<file path="src/design/quad_dac_regs.svh">
`ifndef QUAD_DAC_REGS_SVH
`define QUAD_DAC_REGS_SVH

// Register addresses on the serial link
`define QD_ADDR_NOP        4'h0
`define QD_ADDR_ID         4'h1
`define QD_ADDR_SYNC       4'h2
`define QD_ADDR_CONFIG     4'h3
`define QD_ADDR_GAIN       4'h4
`define QD_ADDR_TRIGGER    4'h5
`define QD_ADDR_BCAST      4'h6
`define QD_ADDR_STATUS     4'h7
// Channel code registers sit at 0x8..0xb: upper address bits select the page
`define QD_CODE_PAGE       2'h2

// Field positions
`define QD_SYNC_EN_LSB     0
`define QD_BCAST_EN_LSB    8
`define QD_CFG_REF_OFF_BIT 8
`define QD_CFG_ALARM_ENABLE_BIT_BIT  12
`define QD_CFG_ALARM_SELECT_BIT_BIT 13
`define QD_GAIN_CH_LSB     0
`define QD_GAIN_DIV_BIT    8
`define QD_TRIG_LOAD_BIT   4
`define QD_STATUS_ALM_BIT  0
`define QD_SOFT_RESET_CODE 16'h1010

// Frame layout
`define QD_FRAME_BITS      24
`define QD_RW_BIT          23
`define QD_RSV_MSB         22
`define QD_RSV_LSB         20
`define QD_ADDR_MSB        19
`define QD_ADDR_LSB        16
`define QD_DATA_MSB        15

// Reset values
`define QD_CODE_ZERO       16'h0000
`define QD_CODE_MID        16'h8000
`define QD_SYNC_EN_RST     4'h0
`define QD_BCAST_EN_RST    4'hf

// Timing
`define QD_CLK_FREQ_MHZ    125
`define QD_POR_WAIT_US     250
`define QD_POR_WAIT_CYC    (`QD_POR_WAIT_US * `QD_CLK_FREQ_MHZ)
`define QD_SETTLE_CYC      2'h3

`endif

</file>
<file path="src/design/quad_dac_pkg.sv">
package quad_dac_pkg;
	typedef enum logic [1:0] {ST_SETTLE, ST_LOAD, ST_RUN} init_state_e;
	typedef logic [15:0] code_t;
	typedef logic [23:0] frame_t;
endpackage

</file>
<file path="src/design/spi_frame_rx.sv">
`include "quad_dac_regs.svh"

module spi_frame_rx (
	// Clock and reset
	input  wire logic              i_core_clk,
	input  wire logic              i_reset_n,
	// Serial pins, asynchronous to the core clock
	input  wire logic              i_sclk,
	input  wire logic              i_cs_n,
	input  wire logic              i_sdi,
	// Word shifted out during the next frame
	input  wire quad_dac_pkg::frame_t i_resp_word,
	// Received frame
	output logic                   o_frame_vld,
	output quad_dac_pkg::frame_t   o_frame_word,
	output logic                   o_sdo_bit,
	output logic                   o_cs_active
);
	localparam logic [2:0] PIN_IDLE = 3'h2;

	logic [2:0]           s1_ff;
	logic [2:0]           s2_ff;
	logic [2:0]           s3_ff;
	logic [2:0]           flt_ff;
	logic [2:0]           prev_ff;
	quad_dac_pkg::frame_t rx_ff;
	quad_dac_pkg::frame_t tx_ff;
	logic [4:0]           cnt_ff;
	logic                 sclk_fall;
	logic                 sclk_rise;
	logic                 cs_fall;
	logic                 cs_rise;
	logic [2:0]           pin_raw;

	// Gather the pins in one vector so the synchroniser loop can index them
	assign pin_raw = {i_sclk, i_cs_n, i_sdi};

	// Three-stage synchroniser; a level counts once stages two and three agree
	genvar g;
	generate
		for (g = 0; g < 3; g++)
		begin : g_sync
			always_ff @(posedge i_core_clk or negedge i_reset_n)
			begin
				if (!i_reset_n)
				begin
					s1_ff[g]  <= PIN_IDLE[g];
					s2_ff[g]  <= PIN_IDLE[g];
					s3_ff[g]  <= PIN_IDLE[g];
					flt_ff[g] <= PIN_IDLE[g];
				end
				else
				begin
					s1_ff[g] <= pin_raw[g];
					s2_ff[g] <= s1_ff[g];
					s3_ff[g] <= s2_ff[g];
					if (s2_ff[g] == s3_ff[g])
						flt_ff[g] <= s3_ff[g];
				end
			end
		end
	endgenerate

	// Edge history of the filtered pins
	always_ff @(posedge i_core_clk or negedge i_reset_n)
	begin
		if (!i_reset_n)
			prev_ff <= PIN_IDLE;
		else
			prev_ff <= flt_ff;
	end

	assign sclk_fall = prev_ff[2] & ~flt_ff[2];
	assign sclk_rise = ~prev_ff[2] & flt_ff[2];
	assign cs_fall   = prev_ff[1] & ~flt_ff[1];
	assign cs_rise   = ~prev_ff[1] & flt_ff[1];

	// Receive on falling SCLK; only the last 24 bits survive a long frame
	always_ff @(posedge i_core_clk or negedge i_reset_n)
	begin
		if (!i_reset_n)
		begin
			rx_ff  <= '0;
			cnt_ff <= 5'h0;
		end
		else if (cs_fall)
			cnt_ff <= 5'h0;
		else if (!flt_ff[1] && sclk_fall)
		begin
			rx_ff <= {rx_ff[22:0], flt_ff[0]};
			if (cnt_ff != 5'(`QD_FRAME_BITS))
				cnt_ff <= cnt_ff + 5'h1;
		end
	end

	// Short frames are dropped at the chip-select rising edge
	always_ff @(posedge i_core_clk or negedge i_reset_n)
	begin
		if (!i_reset_n)
		begin
			o_frame_vld  <= 1'b0;
			o_frame_word <= '0;
		end
		else
		begin
			o_frame_vld <= cs_rise && (cnt_ff == 5'(`QD_FRAME_BITS));
			if (cs_rise)
				o_frame_word <= rx_ff;
		end
	end

	// Response is loaded at frame start and moves on rising SCLK
	always_ff @(posedge i_core_clk or negedge i_reset_n)
	begin
		if (!i_reset_n)
			tx_ff <= '0;
		else if (cs_fall)
			tx_ff <= i_resp_word;
		else if (!flt_ff[1] && sclk_rise)
			tx_ff <= {tx_ff[22:0], 1'b0};
	end

	assign o_sdo_bit   = tx_ff[23];
	assign o_cs_active = ~flt_ff[1];
endmodule

</file>
<file path="src/design/quad_dac_update_control.sv">
`include "quad_dac_regs.svh"

// What this block does
// - After any reset every code register loads zero or midscale per strap.
// - Codes are unsigned straight binary, full 16-bit range kept.
// - Divide factor starts from strap, then follows divider bit; 1 means halve.
// - Per-channel gain starts from gain strap, then follows its gain bit.
// - Code writes land in the buffer, then move to active now or on load.
// - Reading a code register returns the buffer value, not the active one.
// - Channel with sync bit clear updates active at the frame end.
// - Sync channel moves buffer to active only on load bit or load pin.
// - Each channel has a broadcast participation bit in the sync register.
// - Broadcast write updates all participating channels whatever their sync mode.
// - Internal reference on after reset, off when software sets the config ref-off bit.
// - Bad divider setting raises alarm, kills reference buffer, zeroes outputs, keeps codes.
// - Alarm condition readable as a status register flag.
// - Alarm enable and select both set turn serial output into alarm.
// - Power-on reset returns every register to its default.
// - Outputs keep power-up level until a command addresses the channel.
// - Writing 0x1010 to the soft-reset field starts a full reset.
// - Frames are 24 bits: rw, three zero bits, address, sixteen data.
module quad_dac_update_control #(
	parameter int          POR_WAIT_CYC = `QD_POR_WAIT_CYC,
	parameter logic [15:0] ID_CODE      = 16'h0a5c // Arbitrary identity value
) (
	// Clock and reset
	input  wire logic                i_core_clk,
	input  wire logic                i_reset_n,
	// Serial link
	input  wire logic                i_sclk,
	input  wire logic                i_cs_n,
	input  wire logic                i_sdi,
	output logic                     o_shared_serial_output_pin,
	output logic                     o_shared_serial_output_pin_oe,
	// Strap and trigger pins
	input  wire logic                i_reset_level_select_pin,
	input  wire logic                i_divider_select_pin,
	input  wire logic                i_gain_pin,
	input  wire logic                i_load_trigger_n,
	// Headroom comparator from the reference path
	input  wire logic                i_ref_headroom_low,
	// Converter controls
	output quad_dac_pkg::code_t      o_active_code [4],
	output logic [3:0]               o_gain_x2,
	output logic                     o_ref_div2,
	output logic                     o_int_ref_en,
	output logic                     o_ref_buf_en,
	output logic                     o_outputs_zero,
	output logic                     o_reference_alarm_flag,
	output logic                     o_link_ready
);
	// Pin order: headroom, load_n, gain, divider, reset level
	localparam logic [4:0] PIN_IDLE = 5'h08;

	logic [4:0]                s1_ff;
	logic [4:0]                s2_ff;
	logic [4:0]                s3_ff;
	logic [4:0]                pin_ff;
	logic [4:0]                pin_raw;
	logic                      load_prev_ff;
	quad_dac_pkg::init_state_e state_ff;
	logic [1:0]                settle_ff;
	logic [15:0]               por_cnt_ff;
	quad_dac_pkg::code_t       buf_ff [4];
	logic [3:0]                sync_en_ff;
	logic [3:0]                bcast_en_ff;
	logic                      ref_off_ff;
	logic                      alarm_enable_bit_ff;
	logic                      alarm_select_bit_ff;
	quad_dac_pkg::frame_t      resp_ff;
	quad_dac_pkg::frame_t      frm_word;
	logic                      frm_vld;
	logic                      sdo_bit;
	logic                      cs_active;
	logic                      init_load;
	logic                      acc;
	logic                      wr;
	logic [3:0]                f_addr;
	quad_dac_pkg::code_t       f_data;
	logic                      soft_rst;
	logic                      load_trig;
	logic                      wr_bcast;
	logic                      alarm_cond;

	// Exact match against one register address
	function automatic logic hit(input logic [3:0] addr, input logic [3:0] target);
		hit = (addr == target);
	endfunction

	spi_frame_rx u_rx (
		.i_core_clk   (i_core_clk),
		.i_reset_n    (i_reset_n),
		.i_sclk       (i_sclk),
		.i_cs_n       (i_cs_n),
		.i_sdi        (i_sdi),
		.i_resp_word  (resp_ff),
		.o_frame_vld  (frm_vld),
		.o_frame_word (frm_word),
		.o_sdo_bit    (sdo_bit),
		.o_cs_active  (cs_active)
	);

	// Raw pins in one vector, in the order of PIN_IDLE
	assign pin_raw = {i_ref_headroom_low, i_load_trigger_n, i_gain_pin,
		i_divider_select_pin, i_reset_level_select_pin};

	// Strap and trigger pins pass three stages; level taken when two and three agree
	genvar g;
	generate
		for (g = 0; g < 5; g++)
		begin : g_pin
			always_ff @(posedge i_core_clk or negedge i_reset_n)
			begin
				if (!i_reset_n)
				begin
					s1_ff[g]  <= PIN_IDLE[g];
					s2_ff[g]  <= PIN_IDLE[g];
					s3_ff[g]  <= PIN_IDLE[g];
					pin_ff[g] <= PIN_IDLE[g];
				end
				else
				begin
					s1_ff[g] <= pin_raw[g];
					s2_ff[g] <= s1_ff[g];
					s3_ff[g] <= s2_ff[g];
					if (s2_ff[g] == s3_ff[g])
						pin_ff[g] <= s3_ff[g];
				end
			end
		end
	endgenerate

	// Frame decode; frames with nonzero reserved bits or before link ready are dropped
	assign f_addr    = frm_word[`QD_ADDR_MSB:`QD_ADDR_LSB];
	assign f_data    = frm_word[`QD_DATA_MSB:0];
	assign acc       = frm_vld && (state_ff == quad_dac_pkg::ST_RUN) && o_link_ready
		&& (frm_word[`QD_RSV_MSB:`QD_RSV_LSB] == 3'h0);
	assign wr        = acc && !frm_word[`QD_RW_BIT];
	assign init_load = (state_ff == quad_dac_pkg::ST_LOAD);
	assign soft_rst  = wr && hit(f_addr, `QD_ADDR_TRIGGER)
		&& (f_data == `QD_SOFT_RESET_CODE);
	// Load bit acts only on the write itself, so it never stays set
	assign load_trig = (wr && hit(f_addr, `QD_ADDR_TRIGGER) && !soft_rst
		&& f_data[`QD_TRIG_LOAD_BIT]) || (load_prev_ff && !pin_ff[3]);
	assign wr_bcast  = wr && hit(f_addr, `QD_ADDR_BCAST);
	// Halving is the only safe choice when headroom is short
	assign alarm_cond = pin_ff[4] && !o_ref_div2;

	// Load pin edge detect on the filtered level
	always_ff @(posedge i_core_clk or negedge i_reset_n)
	begin
		if (!i_reset_n)
			load_prev_ff <= 1'b1;
		else
			load_prev_ff <= pin_ff[3];
	end

	// Reset sequencer; straps are captured only after the synchronisers settle
	always_ff @(posedge i_core_clk or negedge i_reset_n)
	begin
		if (!i_reset_n)
		begin
			state_ff  <= quad_dac_pkg::ST_SETTLE;
			settle_ff <= 2'h0;
		end
		else
		begin
			case (state_ff)
				quad_dac_pkg::ST_SETTLE:
				begin
					settle_ff <= settle_ff + 2'h1;
					if (settle_ff == `QD_SETTLE_CYC)
						state_ff <= quad_dac_pkg::ST_LOAD;
				end
				quad_dac_pkg::ST_LOAD:
					state_ff <= quad_dac_pkg::ST_RUN;
				default:
				begin
					settle_ff <= 2'h0;
					if (soft_rst)
						state_ff <= quad_dac_pkg::ST_SETTLE;
				end
			endcase
		end
	end

	// Power-on wait before frames are accepted; restarts on soft reset
	always_ff @(posedge i_core_clk or negedge i_reset_n)
	begin
		if (!i_reset_n)
		begin
			por_cnt_ff   <= 16'h0;
			o_link_ready <= 1'b0;
		end
		else if (state_ff != quad_dac_pkg::ST_RUN)
		begin
			por_cnt_ff   <= 16'h0;
			o_link_ready <= 1'b0;
		end
		else if (por_cnt_ff != 16'(POR_WAIT_CYC))
			por_cnt_ff <= por_cnt_ff + 16'h1;
		else
			o_link_ready <= 1'b1;
	end

	// Per-channel buffer and active code registers
	generate
		for (g = 0; g < 4; g++)
		begin : g_ch
			logic wr_code;
			assign wr_code = wr && (f_addr[3:2] == `QD_CODE_PAGE) && (f_addr[1:0] == 2'(g));

			always_ff @(posedge i_core_clk or negedge i_reset_n)
			begin
				if (!i_reset_n)
				begin
					buf_ff[g]        <= `QD_CODE_ZERO;
					o_active_code[g] <= `QD_CODE_ZERO;
				end
				else if (init_load)
				begin
					// Straight binary, so midscale is just the top bit
					buf_ff[g]        <= pin_ff[0] ? `QD_CODE_MID : `QD_CODE_ZERO;
					o_active_code[g] <= pin_ff[0] ? `QD_CODE_MID : `QD_CODE_ZERO;
				end
				else if (wr_bcast && bcast_en_ff[g])
				begin
					buf_ff[g]        <= f_data;
					o_active_code[g] <= f_data;
				end
				else if (wr_code)
				begin
					buf_ff[g] <= f_data;
					if (!sync_en_ff[g])
						o_active_code[g] <= f_data;
				end
				else if (load_trig && sync_en_ff[g])
					o_active_code[g] <= buf_ff[g];
				// Otherwise the power-up level holds until addressed
			end
		end
	endgenerate

	// Sync register: update mode and broadcast participation
	always_ff @(posedge i_core_clk or negedge i_reset_n)
	begin
		if (!i_reset_n)
		begin
			sync_en_ff  <= `QD_SYNC_EN_RST;
			bcast_en_ff <= `QD_BCAST_EN_RST;
		end
		else if (init_load)
		begin
			sync_en_ff  <= `QD_SYNC_EN_RST;
			bcast_en_ff <= `QD_BCAST_EN_RST;
		end
		else if (wr && hit(f_addr, `QD_ADDR_SYNC))
		begin
			sync_en_ff  <= f_data[`QD_SYNC_EN_LSB +: 4];
			bcast_en_ff <= f_data[`QD_BCAST_EN_LSB +: 4];
		end
	end

	// Config register: reference enable and alarm pin routing
	always_ff @(posedge i_core_clk or negedge i_reset_n)
	begin
		if (!i_reset_n)
		begin
			ref_off_ff <= 1'b0;
			alarm_enable_bit_ff  <= 1'b0;
			alarm_select_bit_ff <= 1'b0;
		end
		else if (init_load)
		begin
			ref_off_ff <= 1'b0;
			alarm_enable_bit_ff  <= 1'b0;
			alarm_select_bit_ff <= 1'b0;
		end
		else if (wr && hit(f_addr, `QD_ADDR_CONFIG))
		begin
			ref_off_ff <= f_data[`QD_CFG_REF_OFF_BIT];
			alarm_enable_bit_ff  <= f_data[`QD_CFG_ALARM_ENABLE_BIT_BIT];
			alarm_select_bit_ff <= f_data[`QD_CFG_ALARM_SELECT_BIT_BIT];
		end
	end

	always_ff @(posedge i_core_clk or negedge i_reset_n)
	begin
		if (!i_reset_n)
			o_int_ref_en <= 1'b0;
		else
			o_int_ref_en <= (state_ff == quad_dac_pkg::ST_RUN) && !ref_off_ff;
	end

	// Gain register: divider and per-channel gain, seeded from straps
	always_ff @(posedge i_core_clk or negedge i_reset_n)
	begin
		if (!i_reset_n)
		begin
			o_ref_div2 <= 1'b0;
			o_gain_x2  <= 4'h0;
		end
		else if (init_load)
		begin
			o_ref_div2 <= pin_ff[1];
			o_gain_x2  <= {4{pin_ff[2]}};
		end
		else if (wr && hit(f_addr, `QD_ADDR_GAIN))
		begin
			o_ref_div2 <= f_data[`QD_GAIN_DIV_BIT];
			o_gain_x2  <= f_data[`QD_GAIN_CH_LSB +: 4];
		end
	end

	// Alarm: codes untouched, so outputs come back once the divider is fixed
	always_ff @(posedge i_core_clk or negedge i_reset_n)
	begin
		if (!i_reset_n)
		begin
			o_reference_alarm_flag <= 1'b0;
			o_outputs_zero         <= 1'b1;
			o_ref_buf_en           <= 1'b0;
		end
		else
		begin
			o_reference_alarm_flag <= alarm_cond;
			o_outputs_zero         <= alarm_cond;
			o_ref_buf_en           <= !alarm_cond;
		end
	end

	// Readback mux; address decode as a priority chain
	function automatic quad_dac_pkg::code_t rd_data(input logic [3:0] addr);
		rd_data = 16'h0000;
		if (addr[3:2] == `QD_CODE_PAGE)
			rd_data = buf_ff[addr[1:0]];
		else if (hit(addr, `QD_ADDR_ID))
			rd_data = ID_CODE;
		else if (hit(addr, `QD_ADDR_SYNC))
			rd_data = 16'({bcast_en_ff, 4'h0, sync_en_ff});
		else if (hit(addr, `QD_ADDR_CONFIG))
			rd_data = 16'({alarm_select_bit_ff, alarm_enable_bit_ff, 3'h0, ref_off_ff, 8'h00});
		else if (hit(addr, `QD_ADDR_GAIN))
			rd_data = 16'({o_ref_div2, 4'h0, o_gain_x2});
		else if (hit(addr, `QD_ADDR_STATUS))
			rd_data = 16'(o_reference_alarm_flag);
	endfunction

	// Response for the next frame: echo of header plus requested data
	always_ff @(posedge i_core_clk or negedge i_reset_n)
	begin
		if (!i_reset_n)
			resp_ff <= '0;
		else if (acc)
			resp_ff <= {frm_word[`QD_RW_BIT], 3'h0, f_addr,
				frm_word[`QD_RW_BIT] ? rd_data(f_addr) : 16'h0000};
	end

	// Shared output pin: alarm mode overrides serial data
	always_ff @(posedge i_core_clk or negedge i_reset_n)
	begin
		if (!i_reset_n)
		begin
			o_shared_serial_output_pin    <= 1'b0;
			o_shared_serial_output_pin_oe <= 1'b0;
		end
		else if (alarm_enable_bit_ff && alarm_select_bit_ff)
		begin
			o_shared_serial_output_pin    <= o_reference_alarm_flag;
			o_shared_serial_output_pin_oe <= 1'b1;
		end
		else
		begin
			o_shared_serial_output_pin    <= sdo_bit;
			o_shared_serial_output_pin_oe <= cs_active;
		end
	end
endmodule

</file>
<file path="config.mk">
export PLATFORM = sky130hd
export DESIGN_NAME = quad_dac_update_control
export DESIGN_NICKNAME = d
export VERILOG_FILES = /design/src/design/quad_dac_pkg.sv /design/src/design/spi_frame_rx.sv /design/src/design/quad_dac_update_control.sv
export VERILOG_INCLUDE_DIRS = /design/src /design/src/design
export SDC_FILE = /design/constraint.sdc
export NUM_CORES = 1
export LEC_CHECK = 0
export ABC_AREA = 1
export BUFFER_PORTS_ARGS = -buffer_cell sky130_fd_sc_hd__buf_2
export CAP_MARGIN = 30
export CELL_PAD_IN_SITES_DETAIL_PLACEMENT = 1
export CELL_PAD_IN_SITES_GLOBAL_PLACEMENT = 1
export CORE_MARGIN = 2
export CORE_UTILIZATION = 42
export DETAILED_ROUTE_END_ITERATION = 10
export PLACE_DENSITY_LB_ADDON = 0.08
export SYNTH_ARGS = -nofsm -noshare
export SYNTH_HDL_FRONTEND = slang
export SYNTH_SLANG_ARGS = --single-unit
</file>
<file path="constraint.sdc">
create_clock -name i_core_clk -period 1.9 [get_ports i_core_clk]
set_clock_uncertainty 0.05 [all_clocks]
set_input_delay 0.095 -clock i_core_clk [delete_from_list [all_inputs] [get_ports i_core_clk]]
set_output_delay 0.095 -clock i_core_clk [all_outputs]
set_load 0.02 [all_outputs]
</file>
==> Yosys cells after proc, flatten, opt, wreduce, memory -nomap -nowiden <==
Cells that the tools add are included.
{ "word_totals": {"inputBits": 10, "register_bits": 306} }
{ "op_classes": {"reduce_logical": 66, "order_cmp": 1, "bitwise": 10, "eq_ne": 33, "mux": 72, "add_sub_neg": 3} }
{ "ops": {"columns": ["cell", "count"], "rows": [
  ["16-bit two-way mux", 39],
  ["24-bit two-way mux", 2],
  ["14-bit two-way mux", 3],
  ["16-bit binary-select mux with 2-bit select", 1],
  ["1-bit logical AND", 32],
  ["4-bit two-way mux", 6],
  ["16-bit by 1-bit adder with 16-bit output (second input constant)", 1],
  ["16-bit by 13-bit equality test with 1-bit output (second input constant)", 1],
  ["4-bit by 3-bit equality test with 1-bit output (second input constant)", 4],
  ["16-bit by 15-bit != test with 1-bit output (second input constant)", 1],
  ["4-bit by 3-bit != test with 1-bit output (second input constant)", 4],
  ["4-bit nonzero test", 4],
  ["5-bit two-way mux", 3],
  ["3-bit nonzero test", 5],
  ["2-bit AND reduction", 7],
  ["2-bit nonzero test", 7],
  ["1-bit two-way mux", 13],
  ["2-bit equality test (second input constant)", 5],
  ["9-bit two-way mux", 1],
  ["1-bit equality test", 8],
  ["4-bit by 2-bit equality test with 1-bit output (second input constant)", 2],
  ["2-bit case mux with 2 select lines", 2],
  ["1-bit logical NOT", 7],
  ["2-bit != test (second input constant)", 3],
  ["14 further kinds", 24]
]} }

==> Longest topological paths before layout <==
{ "logic_depth": {"ltp_word": 16, "depth_mapped": 14} }

==> Modules after synthesis <==
Synthesis repeated with hierarchy kept, for this count alone.
{ "hier_totals": {"cells_unflattened": 1415, "area_unflattened_um2": 12993.7} }
{ "by_module_without_submodules": {"columns": ["module", "n_inst", "area_each_um2", "seq_area_each_um2", "cells_each"], "rows": [
  ["quad_dac_update_control", 1, 9379.0, 5342.6, 1039],
  ["spi_frame_rx", 1, 3614.7, 2308.5, 376]
]} }

==> Worst setup path after synthesis <==
Ideal clock, no wire load.
{ "synth_path": {"path_kind": "reg2reg", "start": "register o_link_ready", "end": "register o_active_code[22] (netlist name)", "arrival_time_ns": 1.746, "slack_ns": -0.013, "stages_incl_launch_ff": 12, "setup_time_ns": 0.117, "period_less_slack_ns": 1.913, "path_cell_list": "dfrtp_1 nand3b_1 nor2_8 buf_8 nand4_4 nand3_1 inv_2 nand2_4 nand2_4 buf_6 nand2_1 nand2_1"} }
{ "synth_via": {"elab_chain_cells": 12, "word_cells_on_any_way": 20, "classes_between": "1 x eq/ne; 3 x mux; 16 x reduce/logical"} }
{ "synth_lines": {"columns": ["item", "line", "text"], "rows": [
  ["start: declaration", "quad_dac_update_control.sv:50", "output logic o_link_ready"],
  ["start signal: assignment", "quad_dac_update_control.sv:193", "o_link_ready <= 1'b0;"],
  ["start signal: assignment", "quad_dac_update_control.sv:198", "o_link_ready <= 1'b0;"],
  ["start signal: assignment", "quad_dac_update_control.sv:203", "o_link_ready <= 1'b1;"],
  ["1-bit logical AND (*) (2 in series)", "quad_dac_update_control.sv:136", "assign acc = frm_vld && (state_ff == quad_dac_pkg::ST_RUN) && o_link_ready"],
  ["1-bit logical AND (*)", "quad_dac_update_control.sv:138", "assign wr = acc && !frm_word[`QD_RW_BIT];"],
  ["1-bit logical AND", "quad_dac_update_control.sv:140, quad_dac_update_control.sv:143", null],
  ["1-bit logical AND", "quad_dac_update_control.sv:140", "assign soft_rst = wr && hit(f_addr, `QD_ADDR_TRIGGER)"],
  ["1-bit logical NOT", "quad_dac_update_control.sv:143", "assign load_trig = (wr && hit(f_addr, `QD_ADDR_TRIGGER) && !soft_rst"],
  ["1-bit logical AND (2 in series)", "quad_dac_update_control.sv:143", null],
  ["1-bit logical OR", "quad_dac_update_control.sv:143", null],
  ["1-bit logical AND", "quad_dac_update_control.sv:237", "else if (load_trig && sync_en_ff[g])"],
  ["4-bit nonzero test (no line)", null, null],
  ["2-bit AND reduction (no line)", null, null],
  ["end signal: indexed assignment", "quad_dac_update_control.sv:229", "o_active_code[g] <= f_data;"],
  ["end signal: indexed assignment", "quad_dac_update_control.sv:235", "o_active_code[g] <= f_data;"],
  ["end signal: indexed assignment", "quad_dac_update_control.sv:238", "o_active_code[g] <= buf_ff[g];"],
  ["end: declaration", "quad_dac_update_control.sv:43", "output quad_dac_pkg::code_t o_active_code [4],"]
]} }
Mark *: on every way between the ends. The rest lies on a longest branch, timed or not.
A chain may end at the register's enable or synchronous reset.

==> Final worst setup path <==
{ "layout_path": {"start": "register u_rx.o_frame_word[20]", "end": "register o_active_code[58] (netlist name)"} }
{ "layout_via": {"elab_chain_cells": 12, "word_cells_on_any_way": 20, "classes_between": "1 x eq/ne; 3 x mux; 16 x reduce/logical"} }
{ "layout_lines": {"columns": ["item", "line", "text"], "rows": [
  ["start: declaration", "spi_frame_rx.sv:15", "output quad_dac_pkg::frame_t o_frame_word,"],
  ["start signal: assignment", "spi_frame_rx.sv:108", "o_frame_word <= rx_ff;"],
  ["3-bit logical NOT (*)", "quad_dac_update_control.sv:137", "&& (frm_word[`QD_RSV_MSB:`QD_RSV_LSB] == 3'h0);"],
  ["1-bit logical AND (*)", "quad_dac_update_control.sv:136", null],
  ["1-bit logical AND (*)", "quad_dac_update_control.sv:138", null],
  ["1-bit logical AND", "quad_dac_update_control.sv:140, quad_dac_update_control.sv:143", null],
  ["1-bit logical AND", "quad_dac_update_control.sv:140", null],
  ["1-bit logical NOT", "quad_dac_update_control.sv:143", null],
  ["1-bit logical AND (2 in series)", "quad_dac_update_control.sv:143", null],
  ["1-bit logical OR", "quad_dac_update_control.sv:143", null],
  ["1-bit logical AND", "quad_dac_update_control.sv:237", null],
  ["4-bit nonzero test (no line)", null, null],
  ["2-bit AND reduction (no line)", null, null]
]} }
Marked as above.

==> flow_results.org <==
** Synth
- Synth Area per Inst :: 9.23 sq um
- Sequential element share of the synthesized area :: 58.5%
- Syn nets :: 1432
- Most used DFF post-synth :: dfrtp_1
- Synthesized area :: 0.0131 sq mm
- Among all cell types in the netlist, the one instantiated most often is nand2_1.
- Yosys warnings :: 0
- Flop and latch count out of synthesis :: 305
- In the post-synthesis netlist, the biggest area contributors are dfrtp_1, nand2_1, nand3_1, o21ai_0, nand4_1.
- Post-synthesis async set-or-reset flop share :: 100%
- By count the netlist is led by nand2_1, dfrtp_1, nand3_1.
- Synth top area share :: 55.5%
- Yosys mapped the design onto 44 distinct sky130hd cell types.
- Gate count after technology mapping :: 1417
- Leading area contributor after synthesis :: dfrtp_1
- Yosys mapped a number of flops with a built-in enable equal to 0.

** STA
- Final worst-path setup slack :: -80.9 ps
- Total Negative Setup Slacks :: -2510 ps
- Total setup violations reported at the end of the flow :: 63
- Time the final worst path needs with I/O delays and setup :: 1980 ps
- Count of final hold-check violations :: 0
- On the final layout, the worst hold slack is 65.6 ps.
- The worst pin sits at a relative slew slack of 68.1%.
- The final count of pins violating max slew is 0.
- At the pin with the least slew margin, the transition time is 478 ps.
- Final worst path period share :: 104%
- Derived from the worst setup path, the maximum achievable clock frequency is 505 MHz.
- RSZ-0062 raised after global routing :: true

** Global routing
- Antenna violations before repair :: 2
- Global routing used 25.9% of the available tracks.
- In the global route stage, met3 resource usage came out at 4.81%.
- Summed over all layers, the global routing overflow is 0.
- Global routing used 41.2% of the available met2 tracks.
- Global routing used 36.5% of the available met1 tracks.
- met2 is the most crowded layer.
- The first global-routing pass estimated 66.5 mm of wire.
- Entering global routing, the biggest net connects 63 pins.
- Vias in the first global route :: 11569

** Setup path
- Critical path's top delay family :: simple AND/OR/NAND/NOR gates
- The critical path in this run is classified as reg -> reg.
- In this run the worst path has a maximum fanout of 8.
- In this design, the critical path's most frequently occurring cell is nand2_1.
- At the worst endpoint, the required time is 2260 ps.
- Critical Path Start Type :: flop
- Crit path max-delay cell type :: dfrtp_1
- Endpoint type of the worst setup path :: flop
- Walking the worst path, the cells encountered are nand3b_1 > nor2_8 > buf_12 > buf_6 > nand4_4 > buf_4 > nand4_1 > nand2_1 > nand3_1 > nand2_1.
- Worst Path Arrival :: 2340 ps
- Highest cell delay on the worst timing path :: 370 ps
- Number of buffer and inverter instances along the worst setup path :: 3

** Clock network
- Counting along the longest clock path gives a buffer depth of 3.
- H-tree levels :: 2
- Buffers inserted during clock tree synthesis total 36.
- Clock transition at the registers of the reported paths :: 60 ps
- The tree built by TritonCTS fans out to 305 sinks.
- For the worst-skew pair, the clock arrives at the later sink with an insertion delay of 530 ps.
- In this run the clock root is driven by a clkbuf_16.
- CTS tree :: done

** Drt
- Routed wire per std cell :: 20.6 microns
- Total iterations of the first detailed-routing run :: 5
- First-iteration detailed-routing DRC count :: 725
- Via density per instance :: 5.39
- After detailed routing, the number of remaining DRC violations is 0.
- For this block, the via count after detailed routing is 11082.
- Detailed Route WL :: 42.3 mm
- Post-route ant nets :: 0

** Layout
- Filler cell count :: 3458
- The number of antenna diodes in the final layout is 0.
- Layout cells sized above 1 :: 27.0%
- For this run, the share of the core covered by cells in the final layout is 55.4%.
- Cell area after layout :: 0.0170 sq mm
- Relative to the synthesized area, the layout overhead comes to 29.8%.
- Filler-free cell count of the finished design :: 2056
- Count of nets after finishing :: 1648

** Status
- The run finished, with violations left.
- Violations in the final reports :: negative setup slack

** Floorplanning
- The die is 181 microns tall.
- From left edge to right edge, the die measures 181 microns.
- The die covers 0.0326 sq mm.
- 86 I/O pins were placed.
- The floorplan step defined a core boundary enclosing 0.0307 sq mm.
- Site row count :: 64
- For this configuration, the core starts out at a cell density of 42.7%.

** Power
- Power density cells :: 894 mW/mm^2
- The worst-case IR drop observed on VDD is 0.000772 V.
- Power comes to 15.2 mW.
- Leakage power total :: 8.35 nW

** Placement
- Count of buffers from port buffering :: 85
- Cell Area, Placed :: 0.0148 sq mm
- Last weighted congestion value of the routability-driven placer :: 0.878
- After detailed placement, the design holds a cell count of 1961.
- HPWL after detailed placement :: 29.6 mm
- Worst slack after detailed placement :: -132 ps

** Job
- Max-cap violations :: 0

** Worst hold path
- Hold/Removal Path Class :: in -> async
[registers in the layout, indices dropped and copies added, names as in the netlist, 3 cells and up]
name               count
buf_ff                64
u_rx.flt_ff            3
u_rx.tx_ff            24
u_rx.o_frame_word     24
s2_ff                  5
u_rx.s3_ff             3
sync_en_ff             4
u_rx.s1_ff             3
pin_ff                 5
s3_ff                  5
por_cnt_ff            16
u_rx.s2_ff             3
bcast_en_ff            4
u_rx.cnt_ff            5
s1_ff                  5
o_active_code         64
o_gain_x2              4
resp_ff               21
u_rx.rx_ff            24
[cells by family (layout without fill, tap and decap cells)]
kind of cell             Yosys count  count (layout)  share of synthesized area, %
AO/OA/AOI/OAI                    181             181                          7.98
adder cells (fa/ha/maj)           13              13                          1.09
AND/OR/NAND/NOR                  751             755                          26.8
flip-flops                       305             305                          58.5
buffers and inverters            167             406                          5.64
[path summary, 6_finish.rpt]
| kind | startpoint | end | slack (ps) | depth (start not counted) |
|---|---|---|---|---|
| max reg2reg | u_rx.o_frame_word[20]$_DFFE_PN0P_ | o_active_code[58]$_DFFE_PN0P_ | -80 | 10 |
| min in group i_core_clk | i_reset_level_select_pin | s1_ff[0]$_DFF_PN0_ | 170 | 2 |
| max | u_rx.o_frame_word[20]$_DFFE_PN0P_ | o_active_code[58]$_DFFE_PN0P_ | -80 | 10 |
| max in group asynchronous | i_reset_n | buf_ff[2]$_DFFE_PN0P_ | 960 | 3 |
| min reg2reg | u_rx.s1_ff[0]$_DFF_PN0_ | u_rx.s2_ff[0]$_DFF_PN0_ | 300 | 0 |
| min | i_reset_n | por_cnt_ff[1]$_DFFE_PN0P_ | 70 | 2 |
[power breakdown]
group	internal (mW)	leakage [nW]	total, mW	switching, mW
Clock	4.06	0.574	6.81	2.75
Sequential	6.87	4.04	7.07	0.197
Combinational	0.423	3.74	1.30	0.875
Total	11.3	8.35	15.2	3.83
[cells in the final DEF, fill, tap and decap left out, types with 39 or more instances in the layout]
cell,instances
nand2_1,385
dfrtp_1,289
buf_4,104
o21ai_0,94
inv_1,91
nand3_1,88
buf_2,84
nand4_1,74
nor2_1,67
nand2_2,43
clkbuf_16,39
[routing by layer]
metal	wire [microns]	vias up
met1	19100	5578
li1	-	5167
met4	1090	4
met5	27	-
met2	19800	254
met3	2290	79
[repair_timing]
action / 4_1_cts / 5_1_grt
setup buffers: 9 / 5
hold endpoints to repair: 303 / 0
pin swaps: 12 / 25
gates resized for setup: 60 / 86
cloned: 3 / 5
hold buffers: 9 / 0
setup endpoints to repair: 66 / 101
[layout make-up]
| type | count | area (sq um) | area share [%] |
|---|---|---|---|
| clock buffers | 50 | 1020 | 6.03 |
| repair buffers | 239 | 2040 | 12.0 |
| clock inverters | 15 | 138 | 0.810 |
| multi-input cells | 949 | 5240 | 30.9 |
| inverters | 102 | 389 | 2.29 |
| well taps | 396 | 495 | 2.92 |
| flip-flops and latches | 305 | 7650 | 45.1 |
No activity file was read; power rests on OpenSTA's default activity.
